<file path="config.mk">
export PLATFORM = sky130hd
export DESIGN_NAME = sdcm_top
export DESIGN_NICKNAME = d
export VERILOG_FILES = /design/src/common/sdcm_pkg.sv /design/src/hdl/sdcm_top.sv /design/src/hdl/sdcm_card_detect.sv
export VERILOG_INCLUDE_DIRS = /design/src /design/src/common
export SDC_FILE = /design/constraint.sdc
export NUM_CORES = 1
export LEC_CHECK = 0
export BUFFER_PORTS_ARGS = -buffer_cell sky130_fd_sc_hd__buf_4
export CAP_MARGIN = 20
export CORE_AREA = 2 2 39 41
export DETAILED_ROUTE_END_ITERATION = 6
export DIE_AREA = 0 0 41 43
export PLACE_DENSITY = 0.66
export SETUP_SLACK_MARGIN = 0.5
export SYNTH_ARGS = -nofsm -noshare
export SYNTH_HDL_FRONTEND = slang
export SYNTH_HIERARCHICAL = 1
export SYNTH_SLANG_ARGS = --single-unit
</file>
<file path="constraint.sdc">
create_clock -name clk_sys -period 1.2 [get_ports clk_sys]
set_input_delay 0.18 -clock clk_sys [delete_from_list [all_inputs] [get_ports clk_sys]]
set_output_delay 0.18 -clock clk_sys [all_outputs]
set_load 0.05 [all_outputs]
</file>
<file path="src/common/sdcm_defs.svh">
`ifndef SDCM_DEFS_SVH
`define SDCM_DEFS_SVH

// register offsets
`define SDCM_OFS_STATUS 4'h8
`define SDCM_OFS_MASTER_CLEAR 4'hD
`define SDCM_OFS_CHANNEL_MASK 4'hF
`define SDCM_OFS_CTRL 4'h7

// field positions
`define SDCM_MASK_BIT 0
`define SDCM_STAT_REQ_LO 4
`define SDCM_STAT_REQ_HI 7
`define SDCM_STAT_TC_LO 0
`define SDCM_STAT_TC_HI 3
`define SDCM_CTRL_REMOVED_BIT 0

// reset values
`define SDCM_MASK_RESET 1'h0
`define SDCM_TC_RESET 4'h0

`endif

</file>
<file path="src/common/sdcm_pkg.sv">
package sdcm_pkg;
   typedef logic [3:0] sdcm_addr_t;
   typedef logic [7:0] sdcm_data_t;
   typedef enum logic [1:0] {
      SDCM_ST_IDLE = 2'b00,
      SDCM_ST_SERVICE = 2'b01,
      SDCM_ST_CLEAR = 2'b10
   } sdcm_state_t;
endpackage

</file>
<file path="src/hdl/sdcm_top.sv">
// Added by the designer: the plain strobed port.
`timescale 1ns/1ps
`include "sdcm_defs.svh"

//////////////////////////////////////////////////////////////////////////////
// Contract
// Any write to master clear resets the socket DMA controller registers.
// Master clear fires on the write alone; data ignored, reads return zero.
// Mask register: bit 0 read/write, bits 7..1 read zero.
// Mask set ignores card requests; mask clear services them normally.
// Mask bit resets to zero; register reads 00h after reset.
// Card removal sets the mask bit automatically.
// Software must clear the controller or rewrite mask after removal.
// Request status bits follow the card request regardless of mask.
module sdcm_top #(
   // status byte split
   parameter int REQ_W = 4,
   parameter int TC_W = 4
) (
   // clock and reset
   input wire logic clk_sys,
   input wire logic sys_rst,
   input wire logic clk_en,
   // register port
   input wire sdcm_pkg::sdcm_addr_t reg_addr,
   input wire sdcm_pkg::sdcm_data_t reg_wdata,
   input wire logic reg_wr,
   input wire logic reg_rd,
   output sdcm_pkg::sdcm_data_t reg_rdata,
   // card side
   input wire logic card_present,
   input wire logic card_dreq,
   input wire logic xfer_tc,
   // transfer engine side
   output logic dma_service_req,
   output logic ctrl_reset
);
   import sdcm_pkg::*;

   logic channel_mask_select;
   logic next_mask;
   logic [TC_W-1:0] tc_status;
   logic removed_flag;
   logic card_removed;
   logic clear_hit;
   logic mask_wr;
   logic status_rd;
   logic ctrl_rd;
   sdcm_state_t state;
   sdcm_state_t next_state;
   sdcm_data_t next_rdata;

   //////////////////////////////////////////////////////////////////////////
   // parameter check

   // status fields must fill exactly one register byte
   if (REQ_W + TC_W != 8 || REQ_W < 1 || TC_W < 1) begin : g_bad_status_split
      $error("status field widths must fill one byte");
   end

   //////////////////////////////////////////////////////////////////////////
   // helpers

   // true when the strobe's address names this register
   function automatic logic hit(input sdcm_addr_t a, input sdcm_addr_t ofs);
      return a == ofs;
   endfunction

   // one flag at bit 0 of an otherwise empty byte
   function automatic sdcm_data_t flag_byte(input logic b);
      return {7'h00, b};
   endfunction

   //////////////////////////////////////////////////////////////////////////
   // decode

   // any data value written to the clear offset fires the clear
   assign clear_hit = reg_wr & hit(reg_addr, `SDCM_OFS_MASTER_CLEAR);
   assign mask_wr = reg_wr & hit(reg_addr, `SDCM_OFS_CHANNEL_MASK);
   assign status_rd = reg_rd & hit(reg_addr, `SDCM_OFS_STATUS);
   assign ctrl_rd = reg_rd & hit(reg_addr, `SDCM_OFS_CTRL);

   sdcm_card_detect u_detect (
      .clk_sys(clk_sys),
      .sys_rst(sys_rst),
      .clk_en(clk_en),
      .card_present(card_present),
      .card_removed(card_removed)
   );

   //////////////////////////////////////////////////////////////////////////
   // channel mask

   // removal wins over a simultaneous software write or clear
   always_comb begin
      next_mask = channel_mask_select;
      if (card_removed) begin
         next_mask = 1'b1;
      end else if (clear_hit) begin
         next_mask = `SDCM_MASK_RESET;
      end else if (mask_wr) begin
         next_mask = reg_wdata[`SDCM_MASK_BIT];
      end
   end

   // frozen while clk_en is low like every other register
   always_ff @(posedge clk_sys) begin
      if (sys_rst) begin
         channel_mask_select <= `SDCM_MASK_RESET;
      end else if (clk_en) begin
         channel_mask_select <= next_mask;
      end
   end

   //////////////////////////////////////////////////////////////////////////
   // terminal count status, cleared by read or master clear

   always_ff @(posedge clk_sys) begin
      if (sys_rst) begin
         tc_status <= TC_W'(`SDCM_TC_RESET);
      end else if (clk_en) begin
         if (xfer_tc) begin
            tc_status <= '1;
         end else if (clear_hit || status_rd) begin
            tc_status <= TC_W'(`SDCM_TC_RESET);
         end
      end
   end

   //////////////////////////////////////////////////////////////////////////
   // sticky removal flag, cleared by reading it or master clear

   always_ff @(posedge clk_sys) begin
      if (sys_rst) begin
         removed_flag <= 1'b0;
      end else if (clk_en) begin
         if (card_removed) begin
            removed_flag <= 1'b1;
         end else if (clear_hit || ctrl_rd) begin
            removed_flag <= 1'b0;
         end
      end
   end

   //////////////////////////////////////////////////////////////////////////
   // controller state

   always_comb begin
      next_state = state;
      unique case (state)
         SDCM_ST_IDLE: begin
            if (card_dreq && !channel_mask_select) begin
               next_state = SDCM_ST_SERVICE;
            end
         end
         SDCM_ST_SERVICE: begin
            if (!card_dreq || channel_mask_select) begin
               next_state = SDCM_ST_IDLE;
            end
         end
         SDCM_ST_CLEAR: begin
            next_state = SDCM_ST_IDLE;
         end
         default: begin
            next_state = SDCM_ST_IDLE;
         end
      endcase
      if (clear_hit) begin
         next_state = SDCM_ST_CLEAR;
      end
   end

   // a clear holds one cycle and drops any service in progress
   always_ff @(posedge clk_sys) begin
      if (sys_rst) begin
         state <= SDCM_ST_IDLE;
      end else if (clk_en) begin
         state <= next_state;
      end
   end

   //////////////////////////////////////////////////////////////////////////
   // outputs to the transfer engine

   // service drops at once when the mask rises, not a cycle later
   assign dma_service_req = (state == SDCM_ST_SERVICE) & card_dreq & ~channel_mask_select;
   assign ctrl_reset = (state == SDCM_ST_CLEAR);

   //////////////////////////////////////////////////////////////////////////
   // read data, one cycle after the strobe; unmapped reads zero

   always_comb begin
      next_rdata = 8'h00;
      if (reg_rd) begin
         unique case (reg_addr)
            `SDCM_OFS_CHANNEL_MASK: begin
               next_rdata = flag_byte(channel_mask_select);
            end
            // live request line, mask or not
            `SDCM_OFS_STATUS: begin
               next_rdata = {{REQ_W{card_dreq}}, tc_status};
            end
            `SDCM_OFS_CTRL: begin
               next_rdata = flag_byte(removed_flag);
            end
            `SDCM_OFS_MASTER_CLEAR: begin
               next_rdata = 8'h00;
            end
            default: begin
               next_rdata = 8'h00;
            end
         endcase
      end
   end

   // registered so the data stand only in the cycle after the strobe
   always_ff @(posedge clk_sys) begin
      if (sys_rst) begin
         reg_rdata <= 8'h00;
      end else if (clk_en) begin
         reg_rdata <= next_rdata;
      end
   end
endmodule

</file>
<file path="src/hdl/sdcm_card_detect.sv">
`timescale 1ns/1ps
`include "sdcm_defs.svh"

module sdcm_card_detect (
   // clock and reset
   input wire logic clk_sys,
   input wire logic sys_rst,
   input wire logic clk_en,
   // card presence
   input wire logic card_present,
   output logic card_removed
);
   import sdcm_pkg::*;

   logic present_q;

   // present level seen last cycle; starts absent so no false removal
   always_ff @(posedge clk_sys) begin
      if (sys_rst) begin
         present_q <= 1'b0;
      end else if (clk_en) begin
         present_q <= card_present;
      end
   end

   // falling edge of presence is one removal event
   assign card_removed = clk_en & present_q & ~card_present;
endmodule

</file>
==> After elaboration in Yosys (flattened, before gate mapping) <==
Index checks and enable logic that the tools add are counted.
{ "totals": {"in_bits": 20, "ff_bits": 17, "wordCells": 51, "out_inout_bits": 10} }
{ "classes": {"n_mux": 13, "reduce_logical": 14, "bitwise_logic": 10, "n_eq_ne": 8} }
{ "op_table": {"columns": ["cell", "count"], "rows": [
  ["8-bit case mux with 3 select lines", 1],
  ["4-bit == test (second input constant)", 3],
  ["1-bit bitwise AND", 8],
  ["4-bit 2-to-1 mux", 2],
  ["8-bit 2-to-1 mux", 1],
  ["2-bit 2-to-1 mux", 3],
  ["3-bit inequality test (second input constant)", 2],
  ["2-bit AND reduction", 3],
  ["1-bit 2-to-1 mux", 5],
  ["4-bit by 3-bit == test with 1-bit output (second input constant)", 1],
  ["2-bit case mux with 2 select lines", 1],
  ["2-bit nonzero test", 2],
  ["1-bit logical OR", 3],
  ["3-bit AND reduction", 1],
  ["3-bit nonzero test", 1],
  ["2-bit by 1-bit == test with 1-bit output (second input constant)", 1],
  ["2-bit == test (second input constant)", 1],
  ["1-bit zero test", 2],
  ["2-bit zero test", 1],
  ["1-bit inverter", 2],
  ["1-bit logical AND", 1]
]} }

==> Depth between registers and ports, before layout <==
Gate-level depths: netlist of run 1.
{ "depth": {"depth_word": 5, "ltp_mapped": 4} }

==> Modules after synthesis <==
Netlist of run 1, hierarchy kept.
{ "modules_own_cells": {"columns": ["module", "cells_per_inst", "area_per_inst_um2", "instances", "seq_area_each_um2"], "rows": [
  ["sdcm_top", 52, 429.2, 1, 160.2],
  ["sdcm_card_detect", 4, 43.8, 1, 20.0]
]} }

==> Least setup slack after synthesis of run 1 <==
Ideal clock, no wire load.
{ "synth_timing": {"path_type": "register to output", "start": "register state[1]", "end": "output port ctrl_reset", "stages_incl_launch_ff": 2, "path_buffers": 0, "t_arrival_ns": 1.041, "t_required_ns": 1.020, "slack_ns": -0.021, "path_cell_list": "dfxtp_1 > nor2b_1"} }
{ "synth_via": {"elab_chain_len": 1} }
{ "synth_rtl": {"columns": ["element", "line", "rtl"], "rows": [
  ["from (decl)", "sdcm_top.sv:49", "sdcm_state_t state;"],
  ["from (signal assigned)", "sdcm_top.sv:178", "state <= next_state;"],
  ["2-bit == test", "sdcm_top.sv:187", "assign ctrl_reset = (state == SDCM_ST_CLEAR);"],
  ["to (decl)", "sdcm_top.sv:36", "output logic ctrl_reset"]
]} }
Every way passes these cells.

==> Worst setup path after layout of run 1 <==
{ "layout_timing": {"start": "register channel_mask_select", "end": "output port dma_service_req"} }
{ "layout_via": {"elab_chain_len": 2} }
{ "layout_rtl": {"columns": ["element", "line", "rtl"], "rows": [
  ["from (decl)", "sdcm_top.sv:40", "logic channel_mask_select;"],
  ["from (signal assigned)", "sdcm_top.sv:109", "channel_mask_select <= `SDCM_MASK_RESET;"],
  ["from (signal assigned)", "sdcm_top.sv:111", "channel_mask_select <= next_mask;"],
  ["1-bit inverter", "sdcm_top.sv:186", "assign dma_service_req = (state == SDCM_ST_SERVICE) & card_dreq & ~channel_mask_select;"],
  ["1-bit bitwise AND", "sdcm_top.sv:186", null],
  ["to (decl)", "sdcm_top.sv:35", "output logic dma_service_req,"]
]} }
Every way passes these cells.

==> summary.md, run 1 <==
| Metric | Value |
|---|---|
| DRC | 0 |
| Syn Nets | 76 |
| Root Driver | clkbuf_4 |
| CTS Buf Count | 3 |
| Mapped Cells | 56 |
| Synth unique cells | 28 |
| Int Power | 488.1 uW |
| Number of synthesized register bits | 9 |
| Routed WL | roughly 1.2 mm |
| Ys async rst share | 0% |
| Slack of the critical path | -0.02211 ns |
| DIE AREA | 1763 um2 |
| Routed via count | approximately 500 |
| Hold path startpoint | sys_rst |
| Total grt overflow | 0 |
| Logic pwr share | between 10% and 20% |
| Slowest Stage Delay on Critical Path | 0.36 ns |
| Hold Crit Endpoint | reg_rdata[3] |
| CTS tree | yes |
| DP Cell Count | around 90 |
| Antenna-violating nets left | 0 |
| Largest net degree at the start of global routing | 11 |
| Nets | ~100 |
| H-tree depth | 1 |
| Worst IR Drop VDD | ~0.00048 V |
| Max-slew headroom | 80.67% |
| Critical Path RT | between 1 and 1.5 ns |
| Via/cell ratio | 5.122 |
| Crit start category | flop |
| List of most frequent post-synthesis cells | 9 x dfxtp_1, 8 x nand2_1, 5 x buf_4, 5 x nor2_1, 4 x a21oi_1 |
| IO Pins | 30 |
| Cell area after placement | around 650 um2 |
| Layout Cells excl Fill | slightly below 100 |
| Outcome | finished with violations |
| Multi-input gate area | 301.5 um2 |
| Wire length per cell | around 12 um |
| Die Y | 43 um |
| CP Cell Sequence | nor2_4 > and3_4 > buf_8 |
| Min-Delay Path Class | primary input to flop |
| Initial Utilization | around 34% |
| Starting DRT DRC Count | 5 |
| Vias in the first global route | 473 |
| Part of the power in registers | about 47% |
| FF-to-FF setup slack | about 0.26 ns |
| Largest cells by area after synthesis | dfxtp_1 38%, buf_4 7.9%, nand2_1 6.3% |
| CTS max path bufs | 2 |
| Fraction of layout cells with a size suffix above 1 | 64.63% |
| Fmax | 818.3 MHz |
| Synthesized cell area | approximately 470 um2 |
| Final worst path period share | 101.8% |
| Sequential area share after synthesis | between 30% and 40% |
| Number of enable flip-flop cells after synthesis | 0 |
| Crit path capture type | output port |
| RSZ-0062 raised after global routing | true |
| Clock share of power | 35.1% |
| Port bufs | 22 |
| Area Overhead vs Synth | 78.84% |
| Syn Area/Cell | approximately 8.4 um2 |
| Sw Pwr | 161.6 uW |
| Reg2Reg Depth | 3 |
| Reg-to-Reg Start | channel_mask_select |
| Hold Vio Cnt, Final | 0 |
| First-pass GRT wire length | just under 2 mm |
| Die width | just over 40 um |
| Core Footprint | ~1400 um2 |
| Final setup fails | 1 |
| Worst setup path startpoint | channel_mask_select |
| Main flop type after synthesis | dfxtp_1 |
| Placer Congestion | between 0.7 and 0.8 |
| Fillcell total | approximately 130 |
| Worst-path clk slew | 0.06 ns |
| Synth warn | 6 |
| PwrDens | slightly below 800 nW/um2 |
| Synth top area share | between 30% and 40% |
| Final-report max-slew violation count | 0 |
| Initial antenna violation count | 0 |
| Area leader, netlist | dfxtp_1 |
| WP data arrival | ~1.0 ns |
| N_diodes | 0 |
| Hold-fix buffers, CTS | 0 |
| RR Endpoint | reg_rdata[0] |
| Hold Crit Depth | 2 |
| Failing checks | setup timing |
| Sw Share | roughly 25% |
| CP max-delay cell | dfxtp_4 |
| Cell Rows | 14 |
| Max cap viols | 0 |
| Post-layout min period | ~1.2 ns |
| Worst Tran Pin Value | between 0.2 and 0.3 ns |
| Global Route Usage Sum | 16.58% |
| Post-route cell area | 845.8 um2 |
| Critical path class | flop to output port |
| Clock Latency Late Sink | 0.26 ns |
| Register area | between 150 and 200 um2 |
| Leak Pwr | approximately 0.36 nW |
| Power Total | 649.7 uW |
| Clock tree sinks | 9 |
| Cell with the most instances after synthesis | dfxtp_1 |
| DR pass1 iterations | 2 |
| Worst Skew | 0.0006260 ns |
| Crit Path Max Fanout | 4 |
[per-stage QoR]
stage	hold slack [ns]	TNS, ns	setup slack, ns	utilization (%)
2_1_floorplan	0.2524	0	0.3216	-
3_3_place_gp	0.4180	0	0.1383	47.20
3_5_place_dp	0.4199	0	0.1385	47.20
4_1_cts	0.1459	-0.02055	-0.02055	57.87
5_1_grt	0.1443	-0.05403	-0.05403	61.12
6_report	0.1485	-0.02211	-0.02211	61.12
[worst max-delay path, delay by kind of cell, from the launching register on]
kind,cells,cell delay (ns)
simple gates,2,0.29
flops,1,0.36
buf+inv,1,0.14
[flip-flops by register name, summed over array words and instances (netlist names)]
register             cells
tc_status                1
channel_mask_select      1
state                    2
reg_rdata                3
u_detect/present_q       1
removed_flag             1
[per-layer routing]
metal | up-vias | wire (um) | global-route usage, % | part of all wire, %
met5 | - | 0 | 0 | 0
met4 | 0 | 28 | 4.000 | 2.4
met3 | 4 | 80 | 9.424 | 6.7
met2 | 21 | 630 | 26.56 | 53
met1 | 228 | 452 | 18.06 | 38
li1 | 249 | - | - | -
[layout by cell type, fill, tap and decap left out, types with 2 or more instances in the layout]
master / instances
nand2_1: 7
dfxtp_1: 3
dfxtp_2: 2
buf_8: 10
buf_6: 2
nor2_1: 4
mux2i_1: 2
dfxtp_4: 4
a21oi_1: 3
clkbuf_4: 3
buf_4: 16
nand3_2: 2
[area by class of cell]
class / instances / share of cell area, %
Tap cell: 16 / 2.367
Clock buffer: 4 / 3.107
Sequential cell: 9 / 23.37
Inverter: 2 / 0.8876
Multi-Input combinational cell: 39 / 35.65
Timing Repair Buffer: 28 / 34.62
[timing repair]
action | 4_1_cts | 5_1_grt
endpoints found under the setup margin | 15 | 17
resized for setup | 25 | 7
pin swaps | 6 | 2
setup buffers | 4 | 2
cloned | 0 | 0
[power by group through the flow]
stage / registers (mW) / logic [mW] / clock network, mW
final: 0.307 / 0.114 / 0.228
after global routing: 0.308 / 0.125 / 0.261
after CTS: 0.310 / 0.110 / 0.241
after detailed placement: 0.316 / 0.0979 / 0
after global placement: 0.316 / 0.0963 / 0
after floorplan: 0.317 / 0.0541 / 0
[cells by family (layout without fill, tap and decap cells)]
| family | count (synthesis) | after routing | share of synthesized area [%] |
|---|---|---|---|
| simple gates | 26 | 26 | 30.69 |
| compound gates | 11 | 11 | 16.41 |
| flops | 9 | 9 | 38.09 |
| buf+inv | 8 | 34 | 10.58 |
| mux | 2 | 2 | 4.233 |
[worst max-delay path by stage]
stage | slack (ns) | cells after the start | end
detailed placement | 0.14 | 4 | channel_mask_select
global route | -0.05 | 3 | dma_service_req
floorplan | 0.32 | 2 | dma_service_req
finish | -0.02 | 3 | dma_service_req
global placement | 0.14 | 4 | channel_mask_select
CTS | -0.02 | 3 | dma_service_req
Note: power is estimated with default switching activity, not from simulation.
==> run 2, diff against run 1 <==
ABC_AREA = 1   (was default)
CORE_AREA = default   (was 2 2 39 41)
CORE_UTILIZATION = 42   (was default)
DIE_AREA = default   (was 0 0 41 43)
GPL_TIMING_DRIVEN = 0   (was default)
PLACE_DENSITY = 0.73   (was 0.66)
==> run 2 against run 1 <==
Compared with the run above: the run still ends with setup timing left; via count up 36%; synthesized cell count increased by 52%; total power rose by 18%; global-route usage is 9.3 points higher; register-to-register slack worse by 0.12 ns; utilization rose by 28 points; die area is 16% lower; combinational power grew 82%; clock skew rose by 0.0023 ns; cell area is 24% higher; critical path type unchanged; critical endpoint unchanged; largest cell class unchanged.
==> summary.md, run 2 <==
| Metric | Value |
|---|---|
| Number of synthesized register bits | 9 (unchanged) |
| Outcome | finished with violations |
| Main flop type after synthesis | dfxtp_1 |
| H-tree depth | 1 (unchanged) |
| Clock tree sinks | 9 (unchanged) |
| Critical Path RT | 1.02 ns (about the same) |
| Area leader, netlist | dfxtp_1 |
| Hold Vio Cnt, Final | 0 (unchanged) |
| Synth top area share | 32.21% (-5.9 points) |
| Synth warn | 6 (unchanged) |
| Core Footprint | 1171 um2 (-15%) |
| Layout Cells excl Fill | 129 (+32%) |
| Clock Latency Late Sink | 0.26 ns (about the same) |
| Mapped Cells | 85 (+52%) |
| Crit path capture type | output port |
| Worst Skew | 0.002909 ns (+0.002283 ns) |
| DP Cell Count | 121 (+38%) |
| Worst path bufs/invs | 2 (+1) |
| Min-Delay Path Class | primary input to flop |
| Root Driver | clkbuf_4 |
| Max reg flops | 3 (unchanged) |
| CTS tree | yes |
| Failing checks | setup timing |
| Slowest Stage Delay on Critical Path | 0.36 ns (about the same) |
| Syn Nets | 105 (+38%) |
| RSZ-0062 raised after global routing | true |
| Post-layout min period | 1.224 ns (+0.001810 ns) |
| Crit start category | flop |
| Final-report max-slew violation count | 0 (unchanged) |
| IO Pins | 30 (unchanged) |
| PwrDens | 732.1 nW/um2 (-4.7%) |
| Post-detail-place hpwl | roughly 970 um |
| Reg-to-Reg Start | state[0] |
| DRC | 0 (unchanged) |
| Worst Tran Pin Value | 0.1763 ns (-0.1131 ns) |
| Worst IR Drop VDD | 0.0009046 V (+90%) |
| Synthesized cell area | 559.3 um2 (+18%) |
| DIE AREA | 1481 um2 (-16%) |
| N_diodes | 0 (unchanged) |
| Ys async rst share | 0% (unchanged) |
| DR pass1 iterations | 4 (+2) |
| Die Y | 38.49 um (-10%) |
| Syn Area/Cell | 6.580 um2 (-22%) |
| Critical path class | flop to output port |
| Final worst path period share | 102.0% (+0.15 points) |
| Wire length per cell | 14.70 um (+21%) |
| Largest net degree at the start of global routing | 11 (unchanged) |
| Initial antenna violation count | 0 (unchanged) |
| Commonest non-fill, non-tap cell in the layout | buf_4 |
| Placer Congestion | 0.7753 (+2.7%) |
| First-pass GRT wire length | 2.553 mm (+32%) |
| Hold WS | 0.1438 ns (-0.004706 ns) |
| Initial Utilization | 47.76% (+14 points) |
| Routed via count | 685 (+36%) |
| Global Route Usage Sum | 25.90% (+9.3 points) |
| Fraction of layout cells with a size suffix above 1 | 64.35% (-0.29 points) |
| Total grt overflow | 0 (unchanged) |
| Largest cells by area after synthesis | dfxtp_1 32%, nand2_1 13%, inv_1 8.7% |
| Largest registers | reg_rdata (3), state (2) |
| List of most frequent post-synthesis cells | 19 x nand2_1, 13 x inv_1, 12 x nor2_1 |
| Leak Pwr | 0.4688 nW (+29%) |
| Dpl ws | 0.1469 ns (+0.008394 ns) |
| Crit path max-delay family | flip-flops |
| Port bufs | 22 (unchanged) |
| Via/cell ratio | 5.310 (+3.7%) |
| Final setup fails | 1 (unchanged) |
| Sequential area share after synthesis | 32.21% (-5.9 points) |
| Die width | 38.49 um (-6.1%) |
| Crit Path Max Fanout | 3 (-1) |
| Most frequent cells in the layout | 16 x buf_4, 15 x buf_8, 14 x nand2_1 |
| Antenna-violating nets left | 0 (unchanged) |
| Max cap viols | 0 (unchanged) |
| Most flops, register | reg_rdata |
| Starting DRT DRC Count | 30 (+25) |
| Power Total | 767.6 uW (+18%) |
| Hold path startpoint | sys_rst |
| Cell with the most instances after synthesis | nand2_1 |
| Slack of the critical path | -0.02392 ns (-0.001810 ns) |
| CTS Buf Count | 3 (unchanged) |
| Max-slew headroom | 88.21% (+7.5 points) |
| Number of enable flip-flop cells after synthesis | 0 (unchanged) |
| Nets | 136 (+32%) |
| Routed WL | 1.896 mm (+59%) |
| Fillcell total | 59 (-54%) |
| CP max-delay cell | dfxtp_4 |
| WP data arrival | 1.04 ns (about the same) |
| Synth unique cells | 19 (-32%) |
| Worst-path clk slew | 0.07 ns (about the same) |
| Cell Rows | 12 (-2) |
| Fmax | 817.0 MHz (-0.15%) |
| CP Cell Sequence | nor2_4 > nand2_2 > clkinvlp_4 > buf_8 |
| Vias in the first global route | 573 (+21%) |
| CTS max path bufs | 2 (unchanged) |
| Area Overhead vs Synth | 87.47% |
| Worst setup path startpoint | channel_mask_select |
## run 2: cell types whose count changed in the layout (fill, tap and decap cells not counted), moves of 4 or more
| cell | before | now |
|---|---|---|
| nand3_1 | 0 | 7 |
| nor2_4 | 1 | 6 |
| nor2_2 | 0 | 4 |
| nand2_2 | 1 | 8 |
| buf_8 | 10 | 15 |
| inv_1 | 1 | 10 |
| nand2_1 | 7 | 14 |
## run 2: power by group
group	internal, mW	leakage [nW]	switching, mW
registers	0.301	0.0786	0.0102
clock network	0.128	0.0150	0.120
logic	0.0890	0.375	0.119
total	0.519	0.469	0.249
## run 2: final timing paths
kind,end,slack (ns),cells past startpoint
setup / recovery,dma_service_req,-0.02,4
hold / removal,state[1],0.14,2
setup reg to reg,state[0],0.14,8
hold reg to reg,tc_status[2],0.49,2
## run 2: stage by stage
stage | util [%] | setup TNS (ns) | instance area, um2
after CTS | 85.04 | 0 | 996.0
after global placement | 71.37 | 0 | 835.8
after detailed placement | 71.37 | 0 | 835.8
after global routing | 89.53 | -0.05398 | 1049
after floorplan | - | 0 | 653.1
final | 89.53 | -0.02392 | 1049
## run 2: worst register-to-register path, cell delays in order (launching register included)
cell	delay [ns]
dfxtp_4	0.35
inv_4	0.06
nor2_4	0.03
nand2_2	0.08
nand2_1	0.07
nand2_2	0.08
nand2_2	0.06
buf_4	0.13
a21oi_2	0.12
## run 2: layer usage
layer	global-route usage, %	vias to the layer above	share of wire (%)
li1	-	323	-
met1	29.08	301	41
met2	46.67	53	49
met3	5.233	8	8.7
met4	10.34	0	1.5
met5	0	-	0
## run 2: layout make-up
type | count | area [um2] | share of cell area (%)
Tap cell | 14 | 17.52 | 1.671
Sequential cell | 9 | 205.2 | 19.57
Clock buffer | 4 | 26.28 | 2.506
Buffer | 5 | 75.07 | 7.160
Timing Repair Buffer | 26 | 270.3 | 25.78
Inverter | 14 | 60.06 | 5.728
Multi-Input combinational cell | 57 | 394.1 | 37.59
## run 2: cell families (layout without fill, tap and decap cells)
group / after synthesis / in the layout / synth area share, %
compound gates: 8 / 8 / 9.398
buf+inv: 19 / 49 / 16.33
flops: 9 / 9 / 32.21
simple gates: 49 / 49 / 42.06
## run 2: what timing repair did
item / CTS / global route
buffers inserted: 3 / 1
resized for setup: 33 / 11
pin swaps: 9 / 5
setup endpoints to repair: 17 / 18
hold buffers: 0 / 0
endpoints found under the hold margin: 0 / 0
gates cloned: 0 / 0
